<file path="config.mk">
export PLATFORM = sky130hd
export DESIGN_NAME = abc_top
export DESIGN_NICKNAME = d
export VERILOG_FILES = /design/src/core/abc_pkg.sv /design/src/core/abc_top.sv
export SDC_FILE = /design/constraint.sdc
export NUM_CORES = 1
export LEC_CHECK = 0
export ABC_AREA = 1
export BUFFER_PORTS_ARGS = -buffer_cell sky130_fd_sc_hd__buf_2
export CAP_MARGIN = 20
export CELL_PAD_IN_SITES_DETAIL_PLACEMENT = 0
export CELL_PAD_IN_SITES_GLOBAL_PLACEMENT = 1
export CORE_MARGIN = 5
export CORE_UTILIZATION = 34
export DETAILED_ROUTE_END_ITERATION = 10
export PLACE_DENSITY_LB_ADDON = 0.1
export SLEW_MARGIN = 0
export SYNTH_ARGS = -nofsm -noshare
export SYNTH_HDL_FRONTEND = slang
export SYNTH_SLANG_ARGS = --single-unit
</file>
<file path="constraint.sdc">
create_clock -name clk_sys -period 2.27 [get_ports clk_sys]
set_clock_uncertainty 0.05 [all_clocks]
set_input_delay 0.454 -clock clk_sys [delete_from_list [all_inputs] [get_ports clk_sys]]
set_output_delay 0.454 -clock clk_sys [all_outputs]
set_load 0.01 [all_outputs]
</file>
<file path="src/core/abc_pkg.sv">
// address break comparator: shared constants and types
package abc_pkg;

  // ************************************************************
  // register byte offsets on the apb bus
  // ************************************************************
  localparam logic [7:0] OFS_CONTROL   = 8'h00;
  localparam logic [7:0] OFS_STATUS    = 8'h04;
  localparam logic [7:0] OFS_ADDR_HIGH = 8'h08;
  localparam logic [7:0] OFS_ADDR_LOW  = 8'h0c;
  localparam logic [7:0] OFS_DATA_HIGH = 8'h10;
  localparam logic [7:0] OFS_DATA_LOW  = 8'h14;

  // ************************************************************
  // reset values and field positions
  // ************************************************************
  localparam logic [7:0]  CONTROL_RESET  = 8'h80;
  localparam logic [15:0] ADDR_RESET     = 16'hffff;
  localparam logic [5:0]  STATUS_RSVD    = 6'h3f;
  localparam int          BIT_FLAG       = 7;
  localparam int          BIT_IRQ_EN     = 6;
  localparam int          BIT_RETURN_INTERRUPT_ENABLE     = 7;

  // ************************************************************
  // field encodings
  // ************************************************************
  typedef enum logic [1:0] {
    CYC_EXEC  = 2'h0,
    CYC_READ  = 2'h1,
    CYC_WRITE = 2'h2,
    CYC_RDWR  = 2'h3
  } abc_cycle_e;

  typedef enum logic [1:0] {
    DCMP_NONE = 2'h0,
    DCMP_LOW  = 2'h1,
    DCMP_HIGH = 2'h2,
    DCMP_FULL = 2'h3
  } abc_dcmp_e;

  localparam logic [15:0] MASK_ALL  = 16'hffff;
  localparam logic [15:0] MASK_U12  = 16'hfff0;
  localparam logic [15:0] MASK_U8   = 16'hff00;
  localparam logic [15:0] MASK_U4   = 16'hf000;

  // ************************************************************
  // carriers
  // ************************************************************
  typedef struct packed {
    logic       return_interrupt_enable;
    abc_cycle_e cycle_sel;
    logic [2:0] address_mask_sel;
    abc_dcmp_e  data_lane_sel;
  } abc_control_s;

  typedef struct packed {
    logic        exec;      // instruction starts at addr (first byte)
    logic        rd;        // cpu data read cycle
    logic        wr;        // cpu data write cycle
    logic        byte_acc;  // byte-size access
    logic        io8;       // io register with 8-bit bus width
    logic [15:0] addr;
    logic [15:0] data;      // [15:8] upper lane, [7:0] lower lane
  } abc_cpu_bus_s;

endpackage

</file>
<file path="src/core/abc_top.sv">
// address break comparator: apb registers, bus watch, flag and request
`timescale 1ns/100ps
module abc_top (
  // clock and reset
  input  wire logic                  clk_sys,
  input  wire logic                  rst,
  // apb slave
  input  wire logic                  psel,
  input  wire logic                  penable,
  input  wire logic                  pwrite,
  input  wire logic [7:0]            paddr,
  input  wire logic [31:0]           pwdata,
  output logic                       pready,
  output logic [31:0]                prdata,
  output logic                       pslverr,
  // cpu internal bus watch
  input  wire abc_pkg::abc_cpu_bus_s cpu_bus,
  input  wire logic                  rte_done,
  input  wire logic                  instr_done,
  // to cpu interrupt logic
  output logic                       break_irq,
  output logic                       irq_hold
);

  // ************************************************************
  // state
  // ************************************************************
  abc_pkg::abc_control_s ctrl_q;
  logic                  flag_q;
  logic                  flag_d;
  logic                  irq_en_q;
  logic                  armed_q;
  logic [15:0]           baddr_q;
  logic [15:0]           bdata_q;
  logic                  pready_q;
  logic [31:0]           prdata_q;
  logic                  pslverr_q;
  logic                  irq_q;
  logic                  hold_q;

  // ************************************************************
  // apb decode
  // ************************************************************
  wire acc_done  = psel & penable & pready_q;
  wire wr_done   = acc_done & pwrite;
  wire rd_done   = acc_done & ~pwrite;
  wire sel_ctrl  = (paddr == abc_pkg::OFS_CONTROL);
  wire sel_stat  = (paddr == abc_pkg::OFS_STATUS);
  wire sel_ah    = (paddr == abc_pkg::OFS_ADDR_HIGH);
  wire sel_al    = (paddr == abc_pkg::OFS_ADDR_LOW);
  wire sel_dh    = (paddr == abc_pkg::OFS_DATA_HIGH);
  wire sel_dl    = (paddr == abc_pkg::OFS_DATA_LOW);
  wire mapped    = sel_ctrl | sel_stat | sel_ah | sel_al | sel_dh | sel_dl;
  wire [7:0] stat_rd = {flag_q, irq_en_q, abc_pkg::STATUS_RSVD};

  // address compare codes; the reserved 1xx codes are never decoded
  localparam logic [2:0] AMSK_U12 = 3'h1;
  localparam logic [2:0] AMSK_U8  = 3'h2;
  localparam logic [2:0] AMSK_U4  = 3'h3;

  // read mux, unmapped reads zero
  wire [7:0] rd_byte =
    sel_ctrl ? ctrl_q :
    sel_stat ? stat_rd :
    sel_ah   ? baddr_q[15:8] :
    sel_al   ? baddr_q[7:0] :
    sel_dh   ? bdata_q[15:8] :
    sel_dl   ? bdata_q[7:0] : 8'h00;

  // one wait state: answer on the second access-phase edge
  // the ~pready_q term drops ready after one cycle, so a master that
  // keeps psel and penable up for a back-to-back transfer is answered only every second cycle
  always_ff @(posedge clk_sys) begin
    if (rst) begin
      pready_q  <= 1'b0;
      prdata_q  <= 32'h0000_0000;
      pslverr_q <= 1'b0;
    end else begin
      pready_q  <= psel & penable & ~pready_q;
      prdata_q  <= {24'h00_0000, rd_byte};
      pslverr_q <= psel & penable & ~pready_q & ~mapped;
    end
  end

  // ************************************************************
  // bus cycle qualification
  // ************************************************************
  wire cyc_hit =
    (ctrl_q.cycle_sel == abc_pkg::CYC_EXEC)  ? cpu_bus.exec :
    (ctrl_q.cycle_sel == abc_pkg::CYC_READ)  ? cpu_bus.rd :
    (ctrl_q.cycle_sel == abc_pkg::CYC_WRITE) ? cpu_bus.wr :
    (cpu_bus.rd | cpu_bus.wr);

  // address mask, reserved codes fall back to full compare
  wire [15:0] amask =
    (ctrl_q.address_mask_sel == AMSK_U12) ? abc_pkg::MASK_U12 :
    (ctrl_q.address_mask_sel == AMSK_U8)  ? abc_pkg::MASK_U8 :
    (ctrl_q.address_mask_sel == AMSK_U4)  ? abc_pkg::MASK_U4 :
    abc_pkg::MASK_ALL;
  wire addr_hit = ((cpu_bus.addr ^ baddr_q) & amask) == 16'h0000;

  // lane in use: byte and 8-bit io on upper, word odd on lower
  wire lane_up = cpu_bus.byte_acc | cpu_bus.io8 | ~cpu_bus.addr[0];
  wire lane_lo = ~cpu_bus.byte_acc & ~cpu_bus.io8 & cpu_bus.addr[0];
  wire up_eq   = cpu_bus.data[15:8] == bdata_q[15:8];
  wire lo_eq   = cpu_bus.data[7:0] == bdata_q[7:0];

  // data qualifier per compare mode
  // full-word mode checks both bytes with no lane test, so a byte access
  // only hits there if the other lane happens to carry the low break byte
  wire data_hit =
    (ctrl_q.data_lane_sel == abc_pkg::DCMP_NONE) ? 1'b1 :
    (ctrl_q.data_lane_sel == abc_pkg::DCMP_LOW)  ? (lane_lo & lo_eq) :
    (ctrl_q.data_lane_sel == abc_pkg::DCMP_HIGH) ? (lane_up & up_eq) :
    (up_eq & lo_eq);

  wire match = cyc_hit & addr_hit & data_hit;

  // ************************************************************
  // flag: set wins over clear
  // ************************************************************
  wire stat_wr  = wr_done & sel_stat;
  wire flag_clr = stat_wr & ~pwdata[abc_pkg::BIT_FLAG] & armed_q;
  wire irq_en_d = stat_wr ? pwdata[abc_pkg::BIT_IRQ_EN] : irq_en_q;

  // next flag value, sets regardless of any preempting interrupt
  // a match in the clearing cycle keeps the flag, so no break is lost
  // while software is acknowledging the previous one
  always_comb begin
    flag_d = flag_q;
    if (flag_clr) begin
      flag_d = 1'b0;
    end
    if (match) begin
      flag_d = 1'b1;
    end
  end

  // flag, enable and read-as-one tracker
  // the arm is dropped by any clear, so software must read the flag as one
  // again before the next write of zero can take effect
  always_ff @(posedge clk_sys) begin
    if (rst) begin
      flag_q   <= 1'b0;
      irq_en_q <= 1'b0;
      armed_q  <= 1'b0;
    end else begin
      flag_q   <= flag_d;
      irq_en_q <= irq_en_d;
      if (flag_clr) begin
        armed_q <= 1'b0;
      end else if (rd_done & sel_stat & flag_q) begin
        armed_q <= 1'b1;
      end
    end
  end

  // ************************************************************
  // configuration registers
  // ************************************************************
  always_ff @(posedge clk_sys) begin
    if (rst) begin
      ctrl_q  <= abc_pkg::CONTROL_RESET;
      baddr_q <= abc_pkg::ADDR_RESET;
    end else begin
      if (wr_done & sel_ctrl) begin
        ctrl_q <= pwdata[7:0];
      end
      if (wr_done & sel_ah) begin
        baddr_q[15:8] <= pwdata[7:0];
      end
      if (wr_done & sel_al) begin
        baddr_q[7:0] <= pwdata[7:0];
      end
    end
  end

  // break data has no reset
  // software must load both bytes before enabling a data compare,
  // otherwise the compare runs against whatever power-up left here
  always_ff @(posedge clk_sys) begin
    if (wr_done & sel_dh) begin
      bdata_q[15:8] <= pwdata[7:0];
    end
    if (wr_done & sel_dl) begin
      bdata_q[7:0] <= pwdata[7:0];
    end
  end

  // ************************************************************
  // request and return hold-off
  // ************************************************************
  always_ff @(posedge clk_sys) begin
    if (rst) begin
      irq_q  <= 1'b0;
      hold_q <= 1'b0;
    end else begin
      irq_q <= flag_d & irq_en_d;
      if (ctrl_q.return_interrupt_enable) begin
        hold_q <= 1'b0;
      end else if (rte_done) begin
        hold_q <= 1'b1;
      end else if (instr_done) begin
        hold_q <= 1'b0;
      end
    end
  end

  // outputs straight from flops
  assign pready    = pready_q;
  assign prdata    = prdata_q;
  assign pslverr   = pslverr_q;
  assign break_irq = irq_q;
  assign irq_hold  = hold_q;
endmodule

</file>
==> metrics.txt <==
# TYPE chip_impl_metric gauge
chip_impl_info{name="status",value="finished clean"} 1
chip_impl_metric{name="vias_per_cell",unit=""} 4.42
chip_impl_info{name="worstSetupEndpointType",value="flip-flop"} 1
chip_impl_info{name="final_common_cell",value="sky130_fd_sc_hd__nand2_1"} 1
chip_impl_metric{name="place_congestion",unit=""} 0.797
chip_impl_metric{name="ys_warn_count",unit=""} 0
chip_impl_metric{name="power.switching_fraction",unit="%"} 25.6
chip_impl_info{name="final_cell_mix",value="sky130_fd_sc_hd__nand2_1 (119), sky130_fd_sc_hd__buf_2 (71), sky130_fd_sc_hd__inv_1 (62)"} 1
chip_impl_metric{name="final_util",unit="%"} 39.7
chip_impl_info{name="critical_path_most_common_cell",value="sky130_fd_sc_hd__nand2_1"} 1
chip_impl_metric{name="cell_internal_pwr",unit="mW"} 1.30
chip_impl_metric{name="dr_total_vias",unit=""} 2756
chip_impl_metric{name="area_of_the_die",unit="sq um"} 11200
chip_impl_metric{name="cts-buffers-inserted",unit=""} 5
chip_impl_info{name="rsz0062_at_grt",value="false"} 1
chip_impl_metric{name="crit_required",unit="ps"} 2460
chip_impl_metric{name="max-clock-path-buffers",unit=""} 2
chip_impl_info{name="critical_path.slowest_cell",value="sky130_fd_sc_hd__dfxtp_1"} 1
chip_impl_metric{name="cts_hold_buf",unit=""} 0
chip_impl_metric{name="post_synth.cell_area_avg",unit="sq um"} 7.20
chip_impl_metric{name="critical_path_arrival",unit="ps"} 1900
chip_impl_metric{name="design_area",unit="sq um"} 3620
chip_impl_metric{name="timing.final.setup_violations",unit=""} 0
chip_impl_metric{name="die_x",unit="um"} 106
chip_impl_metric{name="seq_area_frac_synth",unit="%"} 40.3
chip_impl_metric{name="dr.pass1.iters",unit=""} 4
chip_impl_metric{name="detailedRoute.firstIterationViolations",unit=""} 116
chip_impl_metric{name="num-fill-cells",unit=""} 976
chip_impl_metric{name="drv.max_cap_violation_count",unit=""} 0
chip_impl_metric{name="dieHeight",unit="um"} 106
chip_impl_metric{name="setup_tns",unit="ps"} 0
chip_impl_info{name="synth_top_cells_by_area",value="sky130_fd_sc_hd__dfxtp_1 (25%), sky130_fd_sc_hd__edfxtp_1 (15%), sky130_fd_sc_hd__nand2_1 (14%), sky130_fd_sc_hd__inv_1 (7.4%), sky130_fd_sc_hd__buf_4 (5.8%)"} 1
chip_impl_metric{name="post-place-cells",unit=""} 615
chip_impl_metric{name="cp_max_fo",unit=""} 4
chip_impl_metric{name="clock_tree.htree_level_count",unit=""} 2
chip_impl_metric{name="ctsResizeCount",unit=""} 0
chip_impl_metric{name="number_of_antenna_violations_at_the_first_check_in_global_routing",unit=""} 0
chip_impl_metric{name="grt_pass1_wl",unit="um"} 13100
chip_impl_info{name="hp-start",value="rst"} 1
chip_impl_metric{name="fin_crit",unit="ps"} 1710
chip_impl_metric{name="synth-async-reset-ratio",unit="%"} 0
chip_impl_metric{name="clock_power_share",unit="%"} 31.4
chip_impl_metric{name="track_usage",unit="%"} 14.8
chip_impl_metric{name="fraction_of_final_layout_cells_sized_beyond_drive_strength_1",unit="%"} 20.3
chip_impl_info{name="path_cells",value="inv_1, o21ai_0, nand2_1, nand2_1, nor2_1, nand2_1, nor2_1, nand3_1, a21oi_1"} 1
chip_impl_metric{name="placed_area",unit="sq um"} 3530
chip_impl_metric{name="layout_setup_ws",unit="ps"} 563
chip_impl_metric{name="synthDominantCellAreaShare",unit="%"} 24.9
chip_impl_metric{name="power.ir.vdd_worst",unit="uV"} 203
chip_impl_metric{name="boundaryPins",unit=""} 120
chip_impl_metric{name="drcViolationCount",unit=""} 0
chip_impl_info{name="worstSetupStartpointType",value="flip-flop"} 1
chip_impl_metric{name="post_synthesis_register_bit_count",unit=""} 55
chip_impl_metric{name="post_layout_nonfiller_instances",unit=""} 623
chip_impl_metric{name="grt_pass1_vias",unit=""} 2551
chip_impl_metric{name="core-area",unit="sq um"} 9110
chip_impl_metric{name="finalHoldViolations",unit=""} 0
chip_impl_metric{name="clkSlewWorstSetupHoldPaths",unit="ps"} 100
chip_impl_metric{name="place.port_buffers",unit=""} 71
chip_impl_metric{name="std_cell_rows",unit=""} 35
chip_impl_metric{name="overflow",unit=""} 0
chip_impl_metric{name="drv_slew",unit=""} 0
chip_impl_info{name="timing_worst_setup_path_type",value="flip-flop to flip-flop"} 1
chip_impl_metric{name="postRouteWirelength",unit="um"} 8140
chip_impl_info{name="cts_root_buffer",value="sky130_fd_sc_hd__clkbuf_8"} 1
chip_impl_info{name="tritoncts",value="yes"} 1
chip_impl_metric{name="total_power",unit="mW"} 1.74
chip_impl_metric{name="sequential_cell_area",unit="sq um"} 1260
chip_impl_info{name="hold_class",value="primary input to flip-flop"} 1
chip_impl_metric{name="synth_enable_flop_cells",unit=""} 16
chip_impl_metric{name="area_used_by_multi_input_combinational_logic",unit="sq um"} 1500
chip_impl_metric{name="netlist-cell-type-count",unit=""} 32
chip_impl_info{name="synth_top_cell_by_area",value="sky130_fd_sc_hd__dfxtp_1"} 1
chip_impl_metric{name="period_share",unit="%"} 75.2
chip_impl_metric{name="design.final.nets",unit=""} 595
chip_impl_metric{name="dpl_worst_slack",unit="ps"} 333
chip_impl_metric{name="antenna_cells_inserted",unit=""} 0
chip_impl_info{name="r2r_start",value="ctrl_q[4]"} 1
chip_impl_metric{name="p_leak",unit="nW"} 1.95
chip_impl_metric{name="worst_path_largest_cell_delay",unit="ps"} 320
chip_impl_metric{name="power_switching",unit="mW"} 0.447
chip_impl_metric{name="cts_setup_buffers",unit=""} 0
chip_impl_metric{name="clkSinkCount",unit=""} 55
chip_impl_metric{name="max_freq",unit="MHz"} 586
chip_impl_metric{name="portion_of_total_power_attributed_to_combinational_logic",unit="%"} 10.6
chip_impl_metric{name="synth_cells",unit=""} 435
chip_impl_metric{name="hold_slack",unit="ps"} 328
chip_impl_info{name="ys_dominant_reg_cell",value="sky130_fd_sc_hd__dfxtp_1"} 1
chip_impl_metric{name="sequentialPowerShare",unit="%"} 58.0
chip_impl_metric{name="netlist_area",unit="sq um"} 3130
chip_impl_metric{name="detail_route.wl_per_cell",unit="um"} 13.1
chip_impl_info{name="crit_path_start",value="ctrl_q[4]"} 1
chip_impl_metric{name="insertion_delay_of_the_later_clocked_pin_in_the_worst_skew_pair",unit="ps"} 310
chip_impl_metric{name="maximum_number_of_pins_on_one_net_before_global_route_repair",unit=""} 33
chip_impl_metric{name="areaGrowthSynthToFinish",unit="%"} 15.5
chip_impl_metric{name="antenna_violating_nets_post_route",unit=""} 0
chip_impl_metric{name="dp_hpwl",unit="um"} 6680
chip_impl_metric{name="cellPowerDensity",unit="nW/um^2"} 482
chip_impl_metric{name="initial_core_util",unit="%"} 34.4
chip_impl_metric{name="r2r_slack",unit="ps"} 560
power groups by stage:
stage | clock (mW) | combinational [mW] | sequential [mW]
4_1_cts | 0.564 | 0.187 | 1.01
3_5_place_dp | 0 | 0.186 | 1.03
3_3_place_gp | 0 | 0.185 | 1.03
2_1_floorplan | 0 | 0.125 | 1.04
5_1_grt | 0.616 | 0.211 | 1.01
6_report | 0.547 | 0.185 | 1.01
area by class of cell:
type / count / area share [%]
flip-flops and latches: 55 / 34.9
repair buffers: 76 / 10.9
inverters: 65 / 6.75
multi-input cells: 308 / 41.3
well taps: 111 / 3.84
clock buffers: 6 / 2.01
clock inverters: 2 / 0.346
sequential cells by signal, indices dropped and copies added, names as in the netlist:
| register | flops |
|---|---|
| bdata_q | 16 |
| break_irq | 1 |
| irq_hold | 1 |
| flag_q | 1 |
| ctrl_q | 8 |
| pready | 1 |
| prdata | 8 |
| armed_q | 1 |
| baddr_q | 16 |
| irq_en_q | 1 |
| pslverr | 1 |
synthesized netlist by cell type, types with 5 or more instances:
library cell	instances
sky130_fd_sc_hd__edfxtp_1	16
sky130_fd_sc_hd__buf_4	24
sky130_fd_sc_hd__o21ai_0	21
sky130_fd_sc_hd__nand3_1	30
sky130_fd_sc_hd__xnor2_1	5
sky130_fd_sc_hd__nand2_1	119
sky130_fd_sc_hd__inv_1	62
sky130_fd_sc_hd__nor2_1	48
sky130_fd_sc_hd__o211ai_1	12
sky130_fd_sc_hd__xor2_1	5
sky130_fd_sc_hd__dfxtp_1	39
sky130_fd_sc_hd__a21oi_1	14
sky130_fd_sc_hd__nor3_1	7
logic make-up (layout without fill, tap and decap cells):
group / after synthesis / count (layout) / share of synthesized area (%)
simple gates: 220 / 220 / 31.6
buf+inv: 95 / 149 / 14.8
flops: 55 / 55 / 40.3
compound gates: 54 / 54 / 10.5
xor+xnor: 10 / 10 / 2.80
other cells: 1 / 24 / 0.120
critical path, delay by kind of cell, from the launching register on:
family          cells  cell delay [ps]
buf+inv             1              100
flops               1              320
compound gates      2              360
simple gates        6              810
per-layer routing:
metal | wire [um] | vias up | part of all wire (%) | track usage (%)
met2 | 3540 | 80 | 44 | 22.8
met4 | 132 | 0 | 1.6 | 4.26
met1 | 3930 | 1193 | 48 | 21.4
met3 | 533 | 8 | 6.5 | 2.67
li1 | - | 1475 | - | -
met5 | 0 | - | 0 | 0
final timing paths:
kind	end	cells after the start
worst min-delay path	flag_q	2
worst min register to register	irq_hold	1
worst max register to register	break_irq	9
worst max-delay path	break_irq	9
Note: power is estimated with default switching activity, not from simulation.
